<file path="config.mk">
export PLATFORM = sky130hd
export DESIGN_NAME = wait_stop_power_control
export DESIGN_NICKNAME = d
export VERILOG_FILES = /design/src/shared/lp_pkg.sv /design/src/rtl/stab_counter.sv /design/src/rtl/wait_stop_power_control.sv
export SDC_FILE = /design/constraint.sdc
export NUM_CORES = 1
export LEC_CHECK = 0
export BUFFER_PORTS_ARGS = -buffer_cell sky130_fd_sc_hd__buf_4
export CORE_MARGIN = 5
export CORE_UTILIZATION = 53
export CTS_CLUSTER_SIZE = 25
export DETAILED_ROUTE_END_ITERATION = 8
export PLACE_DENSITY_LB_ADDON = 0.2
export SKIP_LAST_GASP = 1
export SLEW_MARGIN = 20
export SYNTH_ARGS = -nofsm -noshare
export SYNTH_HDL_FRONTEND = slang
export SYNTH_SLANG_ARGS = --single-unit
export TNS_END_PERCENT = 100
</file>
<file path="constraint.sdc">
create_clock -name ref_clk -period 2.1 [get_ports ref_clk]
set_clock_uncertainty 0.15 [all_clocks]
set_input_delay 0.42 -clock ref_clk [delete_from_list [all_inputs] [get_ports ref_clk]]
set_output_delay 0.42 -clock ref_clk [all_outputs]
set_load 0.02 [all_outputs]
</file>
<file path="src/shared/lp_pkg.sv">
// Purpose: constants and types shared by the low-power mode controller
// Assumes: single clock domain, core oscillator clock
// Notes: stabilisation length is a top-level parameter as well
package lp_pkg;
    // default oscillator stabilisation delay in oscillator cycles
    localparam int unsigned STAB_CYCLES_DEF = 256;
    // reset value of the global interrupt enable
    localparam logic GIE_RESET = 1'b0;
    // core context when the low-power instruction was taken
    typedef enum logic [1:0] {
        CTX_MAIN,
        CTX_IRQ,
        CTX_NMI
    } ctx_t;
    // controller states
    typedef enum logic [1:0] {
        ST_RUN,
        ST_WAIT,
        ST_STOP,
        ST_STAB
    } lp_state_t;
    // resume action reported to the core on wake-up
    typedef enum logic [1:0] {
        RES_NONE,
        RES_SERVICE_IRQ,
        RES_SERVICE_NMI,
        RES_CONTINUE
    } resume_t;
endpackage : lp_pkg

</file>
<file path="src/rtl/stab_counter.sv">
// Purpose: oscillator stabilisation down-counter
// Assumes: start is a one-cycle pulse, count given in oscillator cycles
// Notes: done pulses once when the count has elapsed
`timescale 1ns/10ps
module stab_counter #(
    parameter int unsigned CYCLES = 256
) (
    // clock and reset
    input wire logic ref_clk,
    input wire logic resetn,
    input wire logic clk_en,
    // control
    input wire logic start,
    output logic done
);
    localparam int unsigned W = $clog2(CYCLES + 1);

    typedef struct packed {
        logic [W-1:0] cnt;
        logic busy;
        logic done;
    } cnt_state_t;

    cnt_state_t s_q, s_d;

    initial begin
        if (CYCLES < 1) $error("stab_counter: CYCLES must be at least 1");
    end

    // load on start, count down, flag the last cycle
    always_comb begin
        s_d = s_q;
        s_d.done = 1'b0;
        if (start) begin
            s_d.cnt = W'(CYCLES);
            s_d.busy = 1'b1;
        end else if (s_q.busy) begin
            if (s_q.cnt == W'(1)) begin
                s_d.busy = 1'b0;
                s_d.done = 1'b1;
            end
            s_d.cnt = s_q.cnt - W'(1);
        end
    end

    always_ff @(posedge ref_clk or negedge resetn) begin
        if (!resetn) begin
            s_q <= '0;
        end else if (clk_en) begin
            s_q <= s_d;
        end
    end

    assign done = s_q.done;
endmodule : stab_counter

</file>
<file path="src/rtl/wait_stop_power_control.sv">
// Purpose: wait/stop low-power mode controller beside a small 8-bit core
// Assumes: resetn is the combined pin and watchdog reset; inputs synchronous to ref_clk
// Notes: the oscillator gate is an enable for the clock generator, not a gated clock
// Notes: resume_action tells the core how to restart; it stands from the wake pulse
// Notes: until the first cycle back in run, so the core must take it with the pulse
// Notes: watchdog options are levels; a stop taken while either is set runs as wait
// Notes: with the global enable low only resetn brings the core back
// How it works
// - wait halts instruction fetch at once; ram, registers and peripherals keep going
// - in wait the oscillator keeps running so peripheral interrupts can wake
// - a pin or watchdog reset ending wait performs the normal reset
// - waking from wait by interrupt resumes with no stabilisation delay
// - stop only with watchdog off; otherwise a stop instruction acts as wait
// - stop halts oscillator and fetch; only external interrupt, nmi or reset leaves it
// - pin reset ending stop performs the normal reset
// - waking from stop by interrupt inserts a stabilisation delay before fetch
// - from main routine any interrupt wakes, is serviced, then execution continues
// - from nmi routine any interrupt wakes; continue next instruction, stay nmi
// - from irq routine, normal irq wakes; continue routine in irq mode
// - from irq routine, nmi wakes; nmi serviced first, then routine continues
// - global enable low: only reset restarts; nmi serviceable but cannot wake
// - wait or stop is ignored when an enabled interrupt is already pending
// - interrupt wake-up leaves oscillator selection unchanged
// - global enable set allows all interrupts; clear allows only nmi; reset clears
`timescale 1ns/10ps
module wait_stop_power_control
    import lp_pkg::*;
#(
    parameter int unsigned STAB_CYCLES = STAB_CYCLES_DEF
) (
    // clock, reset and enable
    input wire logic ref_clk,
    input wire logic resetn,
    input wire logic clk_en,
    // core instruction decode, one-cycle pulses
    input wire logic wait_instr,
    input wire logic stop_instr,
    input wire logic [1:0] core_ctx,
    // global interrupt enable write from the core
    input wire logic gie_wr,
    input wire logic gie_wdata,
    // watchdog options
    input wire logic wdog_hw_sel,
    input wire logic wdog_sw_en,
    // interrupt requests: enabled peripheral, external pin, nmi
    input wire logic periph_irq,
    input wire logic ext_irq,
    input wire logic nmi_req,
    // oscillator selection requested by the core
    input wire logic osc_sel_in,
    // to the core and clock generator
    output logic global_irq_enable,
    output logic core_halt,
    output logic osc_run,
    output logic osc_sel,
    output logic wake_pulse,
    output logic [1:0] resume_action,
    output logic instr_ignored,
    output logic [1:0] lp_state
);
    typedef struct packed {
        lp_state_t st;
        logic gie;
        logic osc_sel;
        ctx_t ctx;
        resume_t pend_res;
        resume_t res;
        logic wake;
        logic ign;
    } top_state_t;

    top_state_t s_q, s_d;
    logic stab_start;
    logic stab_done;
    logic stop_ok;
    logic wake_any;
    logic pending_en;
    resume_t act;

    // named wake and entry conditions
    logic maskable_irq;
    logic wait_wake;
    logic stop_wake;
    logic lp_req;
    logic go_stop;
    logic gie_next;

    // refuse parameters and codes the logic cannot serve
    initial begin
        if (STAB_CYCLES < 1) $error("wait_stop_power_control: STAB_CYCLES must be at least 1");
        if ($bits(lp_state_t) != 2) $error("wait_stop_power_control: state code must fit lp_state");
        if ($bits(resume_t) != 2) $error("wait_stop_power_control: resume code must fit resume_action");
        if ($bits(ctx_t) != 2) $error("wait_stop_power_control: context code must fit core_ctx");
    end

    // stabilisation timer in oscillator cycles
    stab_counter #(
        .CYCLES(STAB_CYCLES)
    ) u_stab (
        .ref_clk(ref_clk),
        .resetn(resetn),
        .clk_en(clk_en),
        .start(stab_start),
        .done(stab_done)
    );

    // qualifiers
    always_comb begin
        // maskable sources only count with the global enable set
        maskable_irq = s_q.gie && (periph_irq || ext_irq);
        stop_ok = !(wdog_hw_sel || wdog_sw_en);
        pending_en = maskable_irq || nmi_req;
        // nmi never wakes with the enable low; maskables need it too
        wake_any = s_q.gie && (periph_irq || ext_irq || nmi_req);
        wait_wake = wake_any;
        // a stopped oscillator leaves only pin-driven requests able to wake
        stop_wake = s_q.gie && (ext_irq || nmi_req);
        lp_req = wait_instr || stop_instr;
        go_stop = stop_instr && stop_ok;
        act = RES_CONTINUE;
        case (s_q.ctx)
            CTX_MAIN: act = nmi_req ? RES_SERVICE_NMI : RES_SERVICE_IRQ;
            CTX_NMI: act = RES_CONTINUE;
            CTX_IRQ: act = nmi_req ? RES_SERVICE_NMI : RES_CONTINUE;
            default: act = RES_CONTINUE;
        endcase
    end

    // global enable write; wake decisions in this cycle still use the old value
    always_comb begin
        gie_next = s_q.gie;
        if (gie_wr) begin
            gie_next = gie_wdata;
        end
    end

    // mode sequencing
    always_comb begin
        s_d = s_q;
        s_d.wake = 1'b0;
        s_d.ign = 1'b0;
        stab_start = 1'b0;
        s_d.gie = gie_next;
        case (s_q.st)
            // running: track selection, take or drop low-power instructions
            ST_RUN: begin
                // selection follows the core only here, so a wake keeps it
                s_d.osc_sel = osc_sel_in;
                s_d.res = RES_NONE;
                if (lp_req) begin
                    if (pending_en) begin
                        s_d.ign = 1'b1;
                    end else begin
                        s_d.ctx = ctx_t'(core_ctx);
                        // a stop with the watchdog on becomes a wait
                        s_d.st = go_stop ? ST_STOP : ST_WAIT;
                    end
                end
            end
            ST_WAIT: begin
                // oscillator still runs, wake straight back to run
                if (wait_wake) begin
                    s_d.st = ST_RUN;
                    s_d.res = act;
                    s_d.wake = 1'b1;
                end
            end
            ST_STOP: begin
                // only external or nmi requests can reach a stopped core
                if (stop_wake) begin
                    s_d.st = ST_STAB;
                    s_d.pend_res = act;
                    stab_start = 1'b1;
                end
            end
            // oscillator settling; fetch stays halted until the timer ends
            ST_STAB: begin
                if (stab_done) begin
                    s_d.st = ST_RUN;
                    s_d.res = s_q.pend_res;
                    s_d.wake = 1'b1;
                end
            end
            // a value outside the four state codes falls back to run
            default: s_d.st = ST_RUN;
        endcase
    end

    // reset returns everything to run: the normal reset procedure
    always_ff @(posedge ref_clk or negedge resetn) begin
        if (!resetn) begin
            s_q.st <= ST_RUN;
            s_q.gie <= GIE_RESET;
            s_q.osc_sel <= 1'b0;
            s_q.ctx <= CTX_MAIN;
            s_q.pend_res <= RES_NONE;
            s_q.res <= RES_NONE;
            s_q.wake <= 1'b0;
            s_q.ign <= 1'b0;
        end else if (clk_en) begin
            s_q <= s_d;
        end
    end

    // enable as seen by the core
    assign global_irq_enable = s_q.gie;

    // halt and oscillator gating
    assign core_halt = (s_q.st != ST_RUN);
    assign osc_run = (s_q.st != ST_STOP);

    // outputs; selection frozen outside run so wake keeps it
    assign osc_sel = s_q.osc_sel;
    assign wake_pulse = s_q.wake;
    assign resume_action = s_q.res;
    assign instr_ignored = s_q.ign;
    assign lp_state = s_q.st;
endmodule : wait_stop_power_control

</file>
==> impl_metrics.json <==
{
  "comb_power_share": 0.384,
  "muxShareOfSynthArea": 0.0374,
  "final_cell_mix": "buf_4 (25), dfrtp_1 (23), nor2_1 (12)",
  "rows": 17,
  "port_buffers": 24,
  "path_class": "register to output port",
  "met3_length_um": 145,
  "p_sw_uw": 613,
  "worstPathArrival_ps": 1260,
  "path_delay_family": "flip-flops",
  "synth_fa_ha_area_frac": 0.0208,
  "dpl.hpwl_um": 1900,
  "fin_crit_sh": 0.870,
  "grt_start_max_net_pins": 24,
  "finalSetupViolCount": 0,
  "vias": 964,
  "drtAntennaViolNets": 0,
  "cts_buffers": 3,
  "drt_wl_total_um": 2540,
  "yosys_register_bits": 23,
  "yosysUniqueCellTypes": 37,
  "synth_edf_count": 0,
  "drt-met1-wl_um": 1200,
  "cp.required_ps": 1530,
  "clock.fmax_mhz": 548,
  "cp_slowest_cell": "dfrtp_1",
  "switching_share": 0.388,
  "vdd_drop_max_uv": 707,
  "yosys_warnings": 0,
  "crit_chain": "nor2_1 > inv_1 > buf_4",
  "dr_wl_met2_um": 1160,
  "fillers": 187,
  "syn-cell-area_um2": 1200,
  "drtIter0Drc": 31,
  "finalCoreUtilization": 0.648,
  "postSynthAreaPerCell_um2": 9.87,
  "ff2ff_setup_slack_ps": 410,
  "clockPowerShare": 0.127,
  "synth-simple-area-share": 0.219,
  "rr_startpoint": "u_stab.s_q[3]",
  "ys_seq_area_frac": 0.478,
  "gp_congestion": 0.855,
  "final_common_cell": "buf_4",
  "wl_per_cell_um": 14.7,
  "post-place-cells": 168,
  "grt_use_total": 0.174,
  "cpPeakStageDelay_ps": 500,
  "place_area_um2": 1380,
  "critical_path.startpoint": "lp_state[1]",
  "grt_pass1_wl_um": 4510,
  "stdcell_area_um2": 1420,
  "status": "finished, final reports clean",
  "htree_num_levels": 1,
  "cts_tree": "done",
  "synth_compound_area_frac": 0.150,
  "die_area_um2": 3320,
  "worstMarginPinSlew_ps": 598,
  "grt_pass1_vias": 980,
  "fin_crit_ps": 1830,
  "clkSinkCount": 23,
  "crit_path_end_kind": "output port",
  "vias_per_cell": 5.57,
  "cts.clk_slew.worst_paths_ps": 120,
  "drv_slew": 0,
  "internal_power_uw": 968,
  "pin_count": 25,
  "setup_tns_ps": 0,
  "firstDrtPassIters": 4,
  "syn_to_final_growth_pct": 17.9,
  "clockBufferDepth": 2,
  "r2r-end": "u_stab.s_q[8]",
  "clock-root-buffer": "clkbuf_4",
  "final-hold-violation-count": 0,
  "powerDensity_nw_per_um2": 1110,
  "pwr-share-seq": 0.488,
  "startpoint_type": "register",
  "crit_path_end": "core_halt",
  "leakagePower_nw": 0.637,
  "path_max_fanout": 10,
  "drive_above_1_share": 0.255,
  "finalNonFillerCells": 173,
  "core_um2": 2190,
  "ff2ff_path_depth": 5,
  "antenna_found_initial": 0,
  "die-height_um": 57.7,
  "hold_buffers": 1,
  "diodes": 0,
  "slew-limit-headroom": 0.595,
  "critPathBufInv": 2,
  "async_flop_share": 1.00,
  "rsz0062_at_grt": "false",
  "die_w_um": 57.7,
  "syn_nets": 139,
  "ys.flop_type": "dfrtp_1",
  "gr-total-overflow": 0,
  "drc_errors": 0,
  "worst-path-stages": 3,
  "hold_path.class": "input port to register",
  "synth-xor-area-share": 0.0364,
  "power.total_mw": 1.58,
  "synth_top_family_by_area": "simple AND/OR/NAND/NOR gates",
  "cap_violations": 0,
  "initial_core_util": 0.549,
  "cts_setup_buffers": 0,
  "final_nets": 163,
  "synthesis.instances": 122,
  "worstSkewPairLatency_ps": 310,
  "routed.top_layer": "met4",
  "postCtsResizedCells": 0
}
==> Yosys cell counts (4+ instances only) <==
cell type,count,share of area
buf_4,4,0.025
xor2_1,4,0.029
a21oi_1,5,0.021
o21ai_0,5,0.021
nor2_1,12,0.037
inv_1,7,0.022
mux2_2,4,0.037
nand2_1,10,0.031
dfrtp_1,23,0.48
==> logic make-up after synthesis <==
family,count (synthesis)
xor+xnor,5
simple gates,48
fa+ha+maj,2
buf+inv,14
compound gates,26
flops,23
mux,4
==> per-stage QoR <==
step,hold WS [ps],setup WS [ps]
floorplan,-25.6,507
global placement,177,334
detailed placement,177,276
CTS,177,259
global route,157,167
finish,185,274
==> cell type report <==
| type | count | area (µm²) | area share |
|---|---|---|---|
| repair buffers | 26 | 198 | 0.139 |
| flip-flops and latches | 23 | 576 | 0.406 |
| inverters | 7 | 26.3 | 0.0185 |
| well taps | 28 | 35.0 | 0.0247 |
| multi-input cells | 85 | 558 | 0.393 |
| clock buffers | 4 | 26.3 | 0.0185 |
==> worst min path at each step <==
stage                                    to   startpoint  slack, ps  depth (start not counted)
after floorplan           global_irq_enable       resetn        -30                          0
after global placement        u_stab.s_q[2]       resetn        180                          1
after detailed placement      u_stab.s_q[3]       resetn        180                          1
after CTS                           osc_sel   osc_sel_in        180                          2
after global routing                 s_q[7]  core_ctx[1]        160                          2
final                                s_q[7]  core_ctx[1]        180                          2
==> power by group through the flow <==
stage	sequential, mW	combinational (mW)	clock (mW)
floorplan	0.758	0.435	0
global placement	0.771	0.596	0
detailed placement	0.780	0.608	0
CTS	0.771	0.613	0.211
global route	0.806	0.680	0.236
finish	0.772	0.608	0.201
==> routing by layer <==
metal | GRT usage | vias up
met1 | 0.259 | 457
met4 | 0.0762 | 0
met5 | 0 | -
met3 | 0.0290 | 4
li1 | - | 475
met2 | 0.250 | 28
==> flip-flops by register name (all words and copies together), names as in the netlist <==
| signal | count |
|---|---|
| u_stab.s_q | 10 |
| s_q | 4 |
| lp_state | 2 |
| resume_action | 2 |
| global_irq_enable | 1 |
| instr_ignored | 1 |
| osc_sel | 1 |
| u_stab.done | 1 |
| wake_pulse | 1 |
No activity file was read; power rests on OpenSTA's default activity.
